===== src/rtl/mdh_pkg.sv =====
// constants and types for the serial management host toward external transceivers
package mdh_pkg;

    typedef logic [4:0]  mdh_addr_t;
    typedef logic [15:0] mdh_data_t;

    // frame layout, bit 0 is the first bit on the line
    localparam int        PREAMBLE_BITS = 32;
    localparam int        FRAME_BITS    = 64;
    localparam int        TA_INDEX      = 46;
    localparam int        DATA_INDEX    = 48;
    localparam logic [1:0] START_CODE   = 2'b01;
    localparam logic [1:0] OP_READ      = 2'b10;
    localparam logic [1:0] OP_WRITE     = 2'b01;
    localparam logic [1:0] TA_WRITE     = 2'b10;
    localparam logic [5:0] LAST_BIT     = 6'h3f;
    localparam logic [5:0] TA_BIT       = 6'h2e;
    localparam logic [5:0] DATA_BIT     = 6'h30;

    // clocking: core clock rate and the permitted range for it
    localparam int CLK_HZ       = 20_000_000;
    localparam int CLK_MIN_HZ   = 12_500_000;
    localparam int CLK_MAX_HZ   = 120_000_000;
    localparam int CLK_PERIOD_NS = 50;
    // shortest mdc period; half of it rounds up to whole core cycles
    localparam int MDC_PERIOD_NS = 400;
    localparam int MDC_HALF_CALC = (MDC_PERIOD_NS / 2 + CLK_PERIOD_NS - 1) / CLK_PERIOD_NS;
    localparam int MDC_HALF_CYCLES = (MDC_HALF_CALC < 1) ? 1 : MDC_HALF_CALC;

    typedef enum logic {MDH_IDLE, MDH_SHIFT} mdh_state_t;

endpackage : mdh_pkg

===== src/rtl/mdh_host.sv =====
// serial management host: frames reads and writes to transceivers over mdc and mdio
`timescale 1ns/1ps
module mdh_host #(
    parameter int CLK_HZ      = mdh_pkg::CLK_HZ,
    parameter int HALF_CYCLES = mdh_pkg::MDC_HALF_CYCLES
) (
    input  wire logic                clock,
    input  wire logic                rst_b,
    // user side
    input  wire logic                start,
    input  wire logic                op_read,
    input  wire mdh_pkg::mdh_addr_t  phy_addr,
    input  wire mdh_pkg::mdh_addr_t  reg_addr,
    input  wire mdh_pkg::mdh_data_t  wr_data,
    output logic                     busy,
    output logic                     done,
    output mdh_pkg::mdh_data_t       rd_data,
    output logic                     clock_in_range,
    // management pins
    output logic                     mdc,
    input  wire logic                mdio_in,
    output logic                     mdio_out,
    output logic                     mdio_oe_b
);
    import mdh_pkg::*;

    typedef struct packed {
        mdh_state_t st;
        logic [5:0] cnt;
        logic [63:0] sh;
        logic       rd_op;
        mdh_data_t  rd_sh;
        mdh_data_t  rd_data;
        logic       sync1;
        logic       sync2;
        logic       mdc;
        logic       mdo;
        logic       oe_b;
        logic       busy;
        logic       done;
        logic       in_range;
    } mdh_host_t;

    mdh_host_t s;
    mdh_host_t next_s;
    logic      rise_en;
    logic      fall_en;

    // assemble one whole frame, first line bit in the msb
    function automatic logic [63:0] build_frame(input logic rd, input mdh_addr_t pa,
                                                input mdh_addr_t rg, input mdh_data_t wd);
        logic [63:0] f;
        f = {{PREAMBLE_BITS{1'b1}},
             START_CODE,
             (rd ? OP_READ : OP_WRITE),
             pa,
             rg,
             (rd ? 2'b11 : TA_WRITE),
             (rd ? 16'hffff : wd)};
        return f;
    endfunction : build_frame

    // the host drives a bit unless it lies in a read's turnaround or data field
    function automatic logic released(input logic rd, input logic [5:0] idx);
        return rd && (idx >= TA_BIT);
    endfunction : released

    // the one mdc source; transceivers only listen to it
    mdh_mdc_div #(
        .HALF_CYCLES (HALF_CYCLES)
    ) u_div (
        .clock   (clock),
        .rst_b   (rst_b),
        .run     (s.st == MDH_SHIFT),
        .rise_en (rise_en),
        .fall_en (fall_en)
    );

    // next state of the whole host
    always_comb begin
        next_s          = s;
        next_s.done     = 1'b0;
        next_s.sync1    = mdio_in;
        next_s.sync2    = s.sync1;
        next_s.in_range = (CLK_HZ >= CLK_MIN_HZ) && (CLK_HZ <= CLK_MAX_HZ);
        unique case (s.st)
            MDH_IDLE: begin
                // frames only ever begin here, on a user request
                if (start) begin
                    next_s.st    = MDH_SHIFT;
                    next_s.cnt   = 6'h00;
                    next_s.rd_op = op_read;
                    next_s.sh    = build_frame(op_read, phy_addr, reg_addr, wr_data);
                    next_s.mdo   = 1'b1;
                    next_s.oe_b  = 1'b0;
                    next_s.busy  = 1'b1;
                    next_s.mdc   = 1'b0;
                end
            end
            MDH_SHIFT: begin
                if (rise_en) begin
                    next_s.mdc = 1'b1;
                    // read data sampled at the rising edge, through the synchroniser
                    if (s.rd_op && s.cnt >= DATA_BIT) begin
                        next_s.rd_sh = {s.rd_sh[14:0], s.sync2};
                    end
                end else if (fall_en) begin
                    next_s.mdc = 1'b0;
                    if (s.cnt == LAST_BIT) begin
                        // end of frame: hand back data, let the pull-up idle the line
                        next_s.st      = MDH_IDLE;
                        next_s.busy    = 1'b0;
                        next_s.done    = 1'b1;
                        next_s.oe_b    = 1'b1;
                        next_s.mdo     = 1'b1;
                        if (s.rd_op) begin
                            next_s.rd_data = s.rd_sh;
                        end
                    end else begin
                        // new bit goes out half a period before its rising edge
                        next_s.cnt  = s.cnt + 6'h01;
                        next_s.sh   = {s.sh[62:0], 1'b1};
                        next_s.mdo  = s.sh[62];
                        next_s.oe_b = released(s.rd_op, s.cnt + 6'h01);
                    end
                end
            end
        endcase
    end

    // single register stage for all state; line released and mdc low at reset
    always_ff @(posedge clock or negedge rst_b) begin
        if (!rst_b) begin
            s          <= '0;
            s.st       <= MDH_IDLE;
            s.oe_b     <= 1'b1;
            s.mdo      <= 1'b1;
            s.sync1    <= 1'b1;
            s.sync2    <= 1'b1;
        end else begin
            s <= next_s;
        end
    end

    assign busy           = s.busy;
    assign done           = s.done;
    assign rd_data        = s.rd_data;
    assign clock_in_range = s.in_range;
    assign mdc            = s.mdc;
    assign mdio_out       = s.mdo;
    assign mdio_oe_b      = s.oe_b;

endmodule : mdh_host


===== src/rtl/mdh_mdc_div.sv =====
// divider that paces mdc: alternating rise and fall enable pulses while running
`timescale 1ns/1ps
module mdh_mdc_div #(
    parameter int HALF_CYCLES = mdh_pkg::MDC_HALF_CYCLES
) (
    input  wire logic clock,
    input  wire logic rst_b,
    input  wire logic run,
    output logic      rise_en,
    output logic      fall_en
);
    import mdh_pkg::*;

    typedef struct packed {
        logic [7:0] cnt;
        logic       high;
        logic       rise;
        logic       fall;
    } mdh_div_t;

    mdh_div_t s;
    mdh_div_t next_s;

    // first pulse after run is always a rise, so bit 0 gets a full half period of setup
    always_comb begin
        next_s      = s;
        next_s.rise = 1'b0;
        next_s.fall = 1'b0;
        if (!run) begin
            next_s.cnt  = 8'h00;
            next_s.high = 1'b0;
        end else if (s.cnt == 8'(HALF_CYCLES - 1)) begin
            next_s.cnt  = 8'h00;
            next_s.high = ~s.high;
            next_s.rise = ~s.high;
            next_s.fall = s.high;
        end else begin
            next_s.cnt = s.cnt + 8'h01;
        end
    end

    always_ff @(posedge clock or negedge rst_b) begin
        if (!rst_b) begin
            s <= '0;
        end else begin
            s <= next_s;
        end
    end

    assign rise_en = s.rise;
    assign fall_en = s.fall;

endmodule : mdh_mdc_div


===== config.mk =====
export PLATFORM = sky130hd
export DESIGN_NAME = mdh_host
export DESIGN_NICKNAME = d
export VERILOG_FILES = /design/src/rtl/mdh_pkg.sv /design/src/rtl/mdh_host.sv /design/src/rtl/mdh_mdc_div.sv
export SDC_FILE = /design/constraint.sdc
export NUM_CORES = 1
export LEC_CHECK = 0
export BUFFER_PORTS_ARGS = -buffer_cell sky130_fd_sc_hd__buf_2
export CAP_MARGIN = 15
export CORE_ASPECT_RATIO = 2
export CORE_UTILIZATION = 40
export DETAILED_ROUTE_END_ITERATION = 12
export SLEW_MARGIN = 25
export SYNTH_ARGS = -nofsm -noshare
export SYNTH_HDL_FRONTEND = slang
export SYNTH_SLANG_ARGS = --single-unit

===== constraint.sdc =====
create_clock -name clock -period 2.8 [get_ports clock]
set_input_delay 0.28 -clock clock [delete_from_list [all_inputs] [get_ports clock]]
set_output_delay 0.28 -clock clock [all_outputs]
set_load 0.03 [all_outputs]

==> flow_summary.html, run 1 <==
<table>
<tr><th>Metric</th><th>Value</th></tr>
<tr><th colspan="2">Power</th></tr>
<tr><td>Worst ir drop on vdd</td><td>0.608 mV</td></tr>
<tr><td>Total leakage power</td><td>3.07 nW</td></tr>
<tr><td>Total power divided by cell area</td><td>943 nW/um2</td></tr>
<tr><th colspan="2">Placement</th></tr>
<tr><td>RePlAce Congestion</td><td>0.828</td></tr>
<tr><td>IO Port Bufs</td><td>52</td></tr>
<tr><td>Total placed instance area</td><td>5490 um2</td></tr>
<tr><td>DP Cell Count</td><td>630</td></tr>
<tr><td>Final HPWL from detailed placement</td><td>6.26 mm</td></tr>
<tr><th colspan="2">Worst setup path</th></tr>
<tr><td>Data required time at the worst endpoint</td><td>approximately 3.1 ns</td></tr>
<tr><td>Crit-path slowest cell</td><td>dfrtp_1</td></tr>
<tr><td>Element type at the critical path start</td><td>flip-flop</td></tr>
<tr><td>Arrival time reported for the critical path endpoint</td><td>2.34 ns</td></tr>
<tr><td>CP Capture Type</td><td>flip-flop</td></tr>
<tr><td>Reg-to-reg startpoint</td><td>s[105]$_DFFE_PN0P_</td></tr>
<tr><td>Critical path buffers and inverters</td><td>1</td></tr>
<tr><td>Cell type group with the largest total delay on the critical path</td><td>flip-flops</td></tr>
<tr><td>Worst Path Class, Setup</td><td>reg2reg</td></tr>
<tr><td>Delay of the slowest critical-path stage</td><td>0.45 ns</td></tr>
<tr><td>Reg2reg end</td><td>s[103]$_DFFE_PN0P_</td></tr>
<tr><td>Ordered list of cells on the worst path</td><td>ha_1 &gt; and3_1 &gt; a21oi_4 &gt; buf_4 &gt; nor3_1 &gt; a31oi_1</td></tr>
<tr><td>Cells on worst reg2reg path</td><td>6</td></tr>
<tr><td>Top fanout value on the critical path</td><td>just over 40</td></tr>
<tr><td>Worst setup slack for register-to-register paths</td><td>0.78 ns</td></tr>
<tr><th colspan="2">Global routing</th></tr>
<tr><td>Pin count of the biggest net entering global routing</td><td>between 50 and 60</td></tr>
<tr><td>GRT Util Overall</td><td>17.0%</td></tr>
<tr><td>Antenna violations before repair</td><td>0</td></tr>
<tr><td>Global-route wire length before repair</td><td>17.4 mm</td></tr>
<tr><td>Total gr overflow</td><td>0</td></tr>
<tr><td>Vias in the first global route</td><td>between 3,000 and 4,000</td></tr>
<tr><th colspan="2">Floorplan</th></tr>
<tr><td>Die outline height</td><td>163 um</td></tr>
<tr><td>Die Footprint</td><td>13,500 um2</td></tr>
<tr><td>Die extent in x</td><td>82.5 um</td></tr>
<tr><td>I/O pin total</td><td>53</td></tr>
<tr><td>Std-Cell Rows</td><td>58</td></tr>
<tr><td>Core region area</td><td>12,600 um2</td></tr>
<tr><td>Initial core utilization</td><td>41.1%</td></tr>
<tr><th colspan="2">Routing</th></tr>
<tr><td>Mean routed wirelength per cell</td><td>14.8 um</td></tr>
<tr><td>Final wirelength</td><td>9.84 mm</td></tr>
<tr><td>1st-pass router iterations</td><td>4</td></tr>
<tr><td>Post-route DRC</td><td>0</td></tr>
<tr><td>Vias per cell</td><td>about 5.4</td></tr>
<tr><td>Number of DRC markers in iteration 0</td><td>200</td></tr>
<tr><td>DRT antenna net count</td><td>0</td></tr>
<tr><td>Vias post-DR</td><td>3,578</td></tr>
<tr><th colspan="2">CTS</th></tr>
<tr><td>CTS tree</td><td>yes</td></tr>
<tr><td>PostCTS Resize Cnt</td><td>0</td></tr>
<tr><td>TritonCTS buffer count</td><td>17</td></tr>
<tr><td>Maximum count of clock buffers along a single path</td><td>2</td></tr>
<tr><td>Clock root buffer master</td><td>clkbuf_16</td></tr>
<tr><td>Count of hold-fix buffers inserted at cts</td><td>2</td></tr>
<tr><td>H-Tree Depth</td><td>4</td></tr>
<tr><td>Reg clk slew, reported paths</td><td>~0.060 ns</td></tr>
<tr><td>Clock latency of the later-clocked register in the worst-skew pair</td><td>0.41 ns</td></tr>
<tr><td>Post-CTS setup buffers</td><td>0</td></tr>
<tr><td>TritonCTS Sinks</td><td>122</td></tr>
<tr><th colspan="2">STA</th></tr>
<tr><td>Ratio of final minimum period to clock period</td><td>roughly 72%</td></tr>
<tr><td>Unrepaired setup endpoints after global routing</td><td>no</td></tr>
<tr><td>Actual slew at the worst max-slew pin</td><td>around 0.80 ns</td></tr>
<tr><td>Clock period minus final worst setup slack</td><td>about 2.0 ns</td></tr>
<tr><td>Min Hold Slack</td><td>0.103 ns</td></tr>
<tr><td>Maximum clock rate</td><td>495 MHz</td></tr>
<tr><td>Final worst clock skew</td><td>roughly 0.012 ns</td></tr>
<tr><td>Final number of setup-violating endpoints</td><td>0</td></tr>
<tr><td>Number of hold violations in the final report</td><td>0</td></tr>
<tr><td>Number of pins with negative max-slew slack in the final report</td><td>0</td></tr>
<tr><td>Max_slew headroom</td><td>between 40 and 50%</td></tr>
<tr><td>Final TNS setup</td><td>0 ns</td></tr>
<tr><th colspan="2">Flow run</th></tr>
<tr><td>Number of max-cap violations</td><td>0</td></tr>
<tr><th colspan="2">Synthesis</th></tr>
<tr><td>Share of the yosys chip area belonging to registers</td><td>58.9%</td></tr>
<tr><td>Asr flop ratio synth</td><td>100%</td></tr>
<tr><td>Library cells used by synthesis</td><td>43</td></tr>
<tr><td>Number of flops mapped to enable cells by yosys</td><td>0</td></tr>
<tr><td>Seq cells post-synth</td><td>about 120</td></tr>
<tr><td>Average footprint of a synthesized cell</td><td>11.2 um2</td></tr>
<tr><td>Cell count after synthesis</td><td>465</td></tr>
<tr><td>Yosys warning count</td><td>0</td></tr>
<tr><td>Synthesized cell area</td><td>5190 um2</td></tr>
<tr><td>Synth Net Count</td><td>499</td></tr>
<tr><td>Most frequently used flop master after synthesis</td><td>dfrtp_1</td></tr>
<tr><th colspan="2">Worst hold path</th></tr>
<tr><td>Worst hold path startpoint</td><td>wr_data[0]</td></tr>
<tr><td>Hold-critical path depth</td><td>3</td></tr>
<tr><td>Sink of the worst hold path</td><td>s[41]$_DFFE_PN0P_</td></tr>
<tr><td>Type of the tightest min-delay check</td><td>in2reg</td></tr>
<tr><th colspan="2">Cells and area</th></tr>
<tr><td>Layout fillers</td><td>1,198</td></tr>
<tr><td>Share of final-layout standard cells stronger than drive strength 1</td><td>between 20% and 30%</td></tr>
<tr><td>Number of antenna diodes</td><td>0</td></tr>
<tr><td>Post-Layout Inst Area</td><td>6080 um2</td></tr>
<tr><td>Post-Route Utilization</td><td>approximately half</td></tr>
<tr><td>Number of nets in the layout</td><td>between 500 and 600</td></tr>
<tr><td>Finished Layout Cells</td><td>664</td></tr>
<tr><td>Synthesis-to-layout area growth</td><td>17.1%</td></tr>
<tr><th colspan="2">Status</th></tr>
<tr><td>Outcome</td><td>finished clean</td></tr>
</table>
==> through the flow <==
| step | worst slack (ns) | power, mW |
|---|---|---|
| floorplan | 0.973 | 3.40 |
| global placement | 0.827 | 3.65 |
| detailed placement | 0.773 | 3.72 |
| CTS | 0.763 | 5.80 |
| global route | 0.626 | 6.10 |
| finish | 0.778 | 5.73 |
==> worst register-to-register path: stages (launching register included) <==
cell and delay (ns):
dfrtp_1 0.45, ha_1 0.31, and3_1 0.28, a21oi_4 0.21, buf_4 0.41, nor3_1 0.12
a31oi_1 0.16
==> Yosys cell counts (3+ instances only) <==
master,n,area share (%)
nand3_1,40,3.9
inv_1,8,0.58
dfstp_2,4,2.0
a22o_1,11,1.9
nand2_1,38,2.7
o21ai_0,7,0.67
ha_1,3,0.72
clkbuf_1,13,0.94
dfrtp_1,118,57
buf_2,14,1.4
nor2b_1,3,0.36
nor2_1,44,3.2
a211oi_1,3,0.43
a21o_1,11,1.6
and3_1,3,0.36
xor2_1,5,0.84
mux2_2,32,6.9
nor3_1,8,0.77
a21oi_1,38,3.7
buf_4,16,2.3
and2_1,3,0.36
a221o_1,18,3.5
==> layer usage <==
| layer | up-vias | GRT usage [%] | part of all wire, % |
|---|---|---|---|
| met1 | 1809 | 20.2 | 44 |
| li1 | 1692 | - | - |
| met2 | 71 | 29.0 | 52 |
| met5 | - | 0 | 0 |
| met4 | 0 | 6.11 | 0.90 |
| met3 | 6 | 4.25 | 3.2 |
==> final cells by class <==
cell class,count,area (um2),share of cell area [%]
Multi-Input combinational cell,289,1860,30.6
Timing Repair Buffer,63,375,6.18
Clock buffer,18,439,7.23
Clock inverter,14,126,2.08
Tap cell,150,188,3.09
Sequential cell,122,3060,50.3
Inverter,8,30.0,0.494
==> placed cells by master (no fill, tap or decap), types with 2 or more instances in the layout <==
| cell type | Yosys | layout |
|---|---|---|
| a211oi_1 | 3 | 3 |
| a21o_1 | 11 | 11 |
| a21oi_1 | 38 | 37 |
| a221o_1 | 18 | 18 |
| a22o_1 | 11 | 11 |
| a31oi_1 | 2 | 2 |
| and2_1 | 3 | 3 |
| and3_1 | 3 | 3 |
| buf_12 | 0 | 2 |
| buf_2 | 14 | 51 |
| buf_4 | 16 | 8 |
| clkbuf_16 | 0 | 17 |
| clkinv_2 | 0 | 3 |
| clkinv_4 | 0 | 5 |
| clkinvlp_4 | 0 | 5 |
| dfrtp_1 | 118 | 118 |
| dfstp_2 | 4 | 4 |
| dlygate4sd3_1 | 0 | 2 |
| ha_1 | 3 | 3 |
| inv_1 | 8 | 8 |
| mux2_2 | 32 | 32 |
| nand2_1 | 38 | 38 |
| nand3_1 | 40 | 40 |
| nor2_1 | 44 | 43 |
| nor2b_1 | 3 | 2 |
| nor3_1 | 8 | 8 |
| nor3_4 | 2 | 2 |
| o21ai_0 | 7 | 7 |
| o21bai_1 | 2 | 2 |
| xnor2_1 | 2 | 2 |
| xor2_1 | 5 | 5 |
==> sequential cells by signal, summed over array words and instances, names as in the netlist <==
| register | cells |
|---|---|
| mdio_out | 1 |
| busy | 1 |
| u_div.s | 9 |
| mdio_oe_b | 1 |
| mdc | 1 |
| next_s | 1 |
| u_div.fall_en | 1 |
| s | 88 |
| clock_in_range | 1 |
| done | 1 |
| u_div.rise_en | 1 |
| rd_data | 16 |
==> power breakdown <==
| part | internal [mW] | switching, mW | leakage (nW) | total, mW |
|---|---|---|---|---|
| registers | 2.34 | 0.387 | 1.55 | 2.73 |
| clock network | 1.24 | 0.794 | 0.264 | 2.04 |
| logic | 0.476 | 0.486 | 1.26 | 0.962 |
==> how the worst max path moves through the flow <==
stage          depth (start not counted)  slack [ns]                      to                 start
6_report                               6        0.78      s[103]$_DFFE_PN0P_    s[105]$_DFFE_PN0P_
3_5_place_dp                           6        0.77       s[49]$_DFFE_PN0P_    s[105]$_DFFE_PN0P_
5_1_grt                                6        0.63      s[103]$_DFFE_PN0P_    s[105]$_DFFE_PN0P_
4_1_cts                                6        0.76       s[49]$_DFFE_PN0P_    s[105]$_DFFE_PN0P_
3_3_place_gp                           3        0.83       s[32]$_DFFE_PN0P_    s[109]$_DFFE_PN0P_
2_1_floorplan                          5        0.97  u_div.s[2]$_DFFE_PN0P_  u_div.s[3]$_DFF_PN0_
==> cell families after synthesis <==
family | Yosys count | synth area share [%]
other | 1 | 0.0723
adder cells (fa/ha/maj) | 3 | 0.723
flip-flops | 122 | 58.9
XOR/XNOR | 7 | 1.18
multiplexers | 32 | 6.94
AO/OA/AOI/OAI | 98 | 13.2
buffers and inverters | 54 | 5.57
AND/OR/NAND/NOR | 148 | 13.4
Note: power is estimated with default switching activity, not from simulation.
==> run 2: changes to the inputs <==
--- a/config.mk
+++ b/config.mk
@@ -5,6 +5,7 @@
 export SDC_FILE = /design/constraint.sdc
 export NUM_CORES = 1
 export LEC_CHECK = 0
+export ABC_AREA = 1
 export BUFFER_PORTS_ARGS = -buffer_cell sky130_fd_sc_hd__buf_2
 export CAP_MARGIN = 15
 export CORE_ASPECT_RATIO = 2
==> constraint.sdc (replaced) <==
create_clock -name clock -period 1.7 [get_ports clock]
set_input_delay 0.17 -clock clock [delete_from_list [all_inputs] [get_ports clock]]
set_output_delay 0.17 -clock clock [all_outputs]
set_load 0.03 [all_outputs]
==> run 2 against run 1 <==
Compared with the run above:
- power increased by 76%
- setup slack got worse by 0.70 ns
- largest cell class unchanged
- sequential cell count unchanged
- largest power group unchanged
- first-iteration DRC count rose by 24%
- sequential power is 61% higher
- critical endpoint is now s[84]$_DFFE_PN0P_
==> flow_summary.html, run 2 <==
<table>
<tr><th>Metric</th><th>Value</th></tr>
<tr><th colspan="2">CTS</th></tr>
<tr><td>Maximum count of clock buffers along a single path</td><td>2</td></tr>
<tr><td>TritonCTS buffer count</td><td>17</td></tr>
<tr><td>TritonCTS Sinks</td><td>~120</td></tr>
<tr><td>Reg clk slew, reported paths</td><td>0.06 ns</td></tr>
<tr><td>Clock root buffer master</td><td>clkbuf_16</td></tr>
<tr><td>Clock latency of the later-clocked register in the worst-skew pair</td><td>0.42 ns</td></tr>
<tr><td>H-Tree Depth</td><td>4</td></tr>
<tr><td>CTS tree</td><td>yes</td></tr>
<tr><th colspan="2">STA</th></tr>
<tr><td>Unrepaired setup endpoints after global routing</td><td>no</td></tr>
<tr><td>Number of pins with negative max-slew slack in the final report</td><td>0</td></tr>
<tr><td>Min Hold Slack</td><td>0.00868 ns</td></tr>
<tr><td>Final worst clock skew</td><td>0.0100 ns</td></tr>
<tr><td>Clock period minus final worst setup slack</td><td>1.63 ns</td></tr>
<tr><td>Final TNS setup</td><td>0 ns</td></tr>
<tr><td>Ratio of final minimum period to clock period</td><td>between 90% and 100%</td></tr>
<tr><td>Number of hold violations in the final report</td><td>0</td></tr>
<tr><td>Final number of setup-violating endpoints</td><td>0</td></tr>
<tr><td>Maximum clock rate</td><td>615 MHz</td></tr>
<tr><th colspan="2">Worst setup path</th></tr>
<tr><td>Reg2reg end</td><td>s[84]$_DFFE_PN0P_</td></tr>
<tr><td>Element type at the critical path start</td><td>flip-flop</td></tr>
<tr><td>Worst setup slack for register-to-register paths</td><td>0.07 ns</td></tr>
<tr><td>Reg-to-reg startpoint</td><td>s[111]$_DFF_PN0_</td></tr>
<tr><td>Worst Path Class, Setup</td><td>reg2reg</td></tr>
<tr><td>Top fanout value on the critical path</td><td>7</td></tr>
<tr><td>Data required time at the worst endpoint</td><td>2.04 ns</td></tr>
<tr><td>Cells on worst reg2reg path</td><td>6</td></tr>
<tr><td>Arrival time reported for the critical path endpoint</td><td>1.97 ns</td></tr>
<tr><td>CP Capture Type</td><td>flip-flop</td></tr>
<tr><th colspan="2">Flow run</th></tr>
<tr><td>Number of max-cap violations</td><td>0</td></tr>
<tr><th colspan="2">Routing</th></tr>
<tr><td>Mean routed wirelength per cell</td><td>13.7 um</td></tr>
<tr><td>Final wirelength</td><td>11.4 mm</td></tr>
<tr><td>1st-pass router iterations</td><td>4</td></tr>
<tr><td>Vias post-DR</td><td>4,137</td></tr>
<tr><td>Vias per cell</td><td>about 5</td></tr>
<tr><td>Post-route DRC</td><td>0</td></tr>
<tr><td>Number of DRC markers in iteration 0</td><td>247</td></tr>
<tr><td>DRT antenna net count</td><td>0</td></tr>
<tr><th colspan="2">Floorplan</th></tr>
<tr><td>Core region area</td><td>between 10,000 and 15,000 um2</td></tr>
<tr><td>Die Footprint</td><td>13,600 um2</td></tr>
<tr><td>Die extent in x</td><td>83.0 um</td></tr>
<tr><td>I/O pin total</td><td>53</td></tr>
<tr><td>Die outline height</td><td>164 um</td></tr>
<tr><td>Initial core utilization</td><td>41.3%</td></tr>
<tr><td>Std-Cell Rows</td><td>58</td></tr>
<tr><th colspan="2">Global routing</th></tr>
<tr><td>Antenna violations before repair</td><td>0</td></tr>
<tr><td>GRT busiest layer</td><td>met2</td></tr>
<tr><td>Global Route met1 Usage</td><td>17.8%</td></tr>
<tr><td>GR Util met2</td><td>31.2%</td></tr>
<tr><td>Total gr overflow</td><td>0</td></tr>
<tr><td>Pin count of the biggest net entering global routing</td><td>61</td></tr>
<tr><td>Global-route wire length before repair</td><td>18.2 mm</td></tr>
<tr><td>GRT Util Overall</td><td>~17%</td></tr>
<tr><td>Met3 Track Usage GR</td><td>4.22%</td></tr>
<tr><td>Vias in the first global route</td><td>4,128</td></tr>
<tr><th colspan="2">Synthesis</th></tr>
<tr><td>Top cells by area in the synthesized netlist</td><td>dfrtp_1, nand2_1, nand3_1</td></tr>
<tr><td>Number of flops mapped to enable cells by yosys</td><td>0</td></tr>
<tr><td>Synth Net Count</td><td>623</td></tr>
<tr><td>Count leader, synth</td><td>nand2_1</td></tr>
<tr><td>Most frequently used flop master after synthesis</td><td>dfrtp_1</td></tr>
<tr><td>Asr flop ratio synth</td><td>100%</td></tr>
<tr><td>Commonest cells post-synth</td><td>nand2_1, dfrtp_1, nand3_1</td></tr>
<tr><td>Yosys warning count</td><td>0</td></tr>
<tr><td>Share of the yosys chip area belonging to registers</td><td>58.3%</td></tr>
<tr><td>Cell count after synthesis</td><td>589</td></tr>
<tr><td>Average footprint of a synthesized cell</td><td>8.90 um2</td></tr>
<tr><td>Seq cells post-synth</td><td>122</td></tr>
<tr><td>Share of Yosys cell area claimed by the top area cell type</td><td>56.3%</td></tr>
<tr><td>Leading area contributor after synthesis</td><td>dfrtp_1</td></tr>
<tr><td>Library cells used by synthesis</td><td>26</td></tr>
<tr><td>Synthesized cell area</td><td>5250 um2</td></tr>
<tr><th colspan="2">Placement</th></tr>
<tr><td>Total placed instance area</td><td>between 5000 and 6000 um2</td></tr>
<tr><td>RePlAce Congestion</td><td>around 0.74</td></tr>
<tr><td>IO Port Bufs</td><td>52</td></tr>
<tr><td>Final HPWL from detailed placement</td><td>about 6.8 mm</td></tr>
<tr><th colspan="2">Cells and area</th></tr>
<tr><td>Largest register FFs</td><td>between 80 and 90</td></tr>
<tr><td>Register with the highest flop count</td><td>s</td></tr>
<tr><td>Number of nets in the layout</td><td>702</td></tr>
<tr><td>Leading cell type in the layout, fill and taps excluded</td><td>nand2_1</td></tr>
<tr><td>Top library cells by usage in the layout, fill and taps aside</td><td>nand2_1, dfrtp_1, nand3_1, o21ai_0, nor2_1</td></tr>
<tr><td>Number of antenna diodes</td><td>0</td></tr>
<tr><td>Post-Layout Inst Area</td><td>around 6700 um2</td></tr>
<tr><td>Share of final-layout standard cells stronger than drive strength 1</td><td>19.4%</td></tr>
<tr><td>Synthesis-to-layout area growth</td><td>27.3%</td></tr>
<tr><th colspan="2">Power</th></tr>
<tr><td>Total power divided by cell area</td><td>1510 nW/um2</td></tr>
<tr><td>Total leakage power</td><td>3.16 nW</td></tr>
<tr><td>Worst ir drop on vdd</td><td>0.907 mV</td></tr>
<tr><th colspan="2">Worst hold path</th></tr>
<tr><td>Worst hold path startpoint</td><td>wr_data[14]</td></tr>
<tr><td>Sink of the worst hold path</td><td>s[55]$_DFFE_PN0P_</td></tr>
<tr><td>Hold-critical path depth</td><td>3</td></tr>
<tr><td>Type of the tightest min-delay check</td><td>in2reg</td></tr>
<tr><th colspan="2">Status</th></tr>
<tr><td>Outcome</td><td>finished clean</td></tr>
</table>
[run 2: cell types whose count changed after synthesis, sizes merged, moves of 11 or more]
cell / previous run / this run
nand2: 38 / 153
o21ai: 8 / 93
nand3: 40 / 67
a21oi: 38 / 2
mux2: 32 / 0
nor2: 44 / 57
a221o: 18 / 0
a21o: 11 / 0
a22o: 11 / 0
inv: 8 / 34
[run 2: worst max path at each step]
| stage | startpoint | to | slack, ns | cells after the start |
|---|---|---|---|---|
| final | s[111]$_DFF_PN0_ | s[84]$_DFFE_PN0P_ | 0.07 | 6 |
| after global routing | s[111]$_DFF_PN0_ | s[110]$_DFFE_PN0P_ | 0.009 | 6 |
| after detailed placement | s[106]$_DFFE_PN0P_ | s[107]$_DFFE_PN0P_ | 0.04 | 8 |
| after CTS | s[106]$_DFFE_PN0P_ | s[107]$_DFFE_PN0P_ | 0.04 | 8 |
| after global placement | s[105]$_DFFE_PN0P_ | s[74]$_DFFE_PN0P_ | 0.14 | 8 |
| after floorplan | s[105]$_DFFE_PN0P_ | s[88]$_DFFE_PN0P_ | 0.17 | 8 |
[run 2: per-stage QoR]
step           worst slack, ns  std cells  total power, mW  utilization, %
2_1_floorplan            0.169        589             5.67               -
3_3_place_gp             0.138        760             6.18            44.1
3_5_place_dp            0.0449        760             6.30            44.1
4_1_cts                 0.0446        817             10.1            50.8
5_1_grt                0.00910        831             10.7            52.6
6_report                0.0741        831             10.1            52.6
[run 2: report_power, final]
group / total (mW) / switching [mW] / internal (mW)
logic: 1.99 / 1.14 / 0.849
clock network: 3.70 / 1.48 / 2.21
registers: 4.40 / 0.585 / 3.81
total: 10.1 / 3.21 / 6.87
[run 2: routing by layer]
| metal | vias up | share of wire [%] |
|---|---|---|
| met1 | 1997 | 40 |
| met2 | 79 | 55 |
| li1 | 2043 | - |
| met4 | 0 | 1.9 |
| met5 | - | 0 |
| met3 | 18 | 3.4 |
[run 2: cell families (layout without fill, tap and decap cells)]
| family | after synthesis | count (layout) | synth area share, % |
|---|---|---|---|
| AND/OR/NAND/NOR | 282 | 282 | 22.5 |
| flip-flops | 122 | 122 | 58.3 |
| AO/OA/AOI/OAI | 96 | 98 | 9.28 |
| buffers and inverters | 82 | 172 | 8.61 |
| adder cells (fa/ha/maj) | 3 | 3 | 0.716 |
| XOR/XNOR | 3 | 3 | 0.501 |
| other | 1 | 1 | 0.0715 |
[run 2: final cells by class]
cell class                 instances  area, um2
clock inverter                    15        180
tap                              150        188
sequential                       122       3060
fill                            1141       6020
multi-input combinational        387       1780
timing repair buffer             106        912
inverter                          34        131
clock buffer                      17        425
[run 2: repair_timing]
| action | in CTS | in global routing |
|---|---|---|
| setup endpoints to repair | 0 | 58 |
| gates resized for setup | 0 | 5 |
| setup buffers | 0 | 6 |
| hold endpoints to repair | 56 | 0 |
| hold buffers | 25 | 0 |
[run 2: critical path: stages (launching register included)]
cell,delay (ns)
dfrtp_1,0.43
nand3_2,0.13
clkinvlp_4,0.19
o21ai_2,0.45
clkbuf_16,0.25
nand2_1,0.05
o21ai_1,0.06
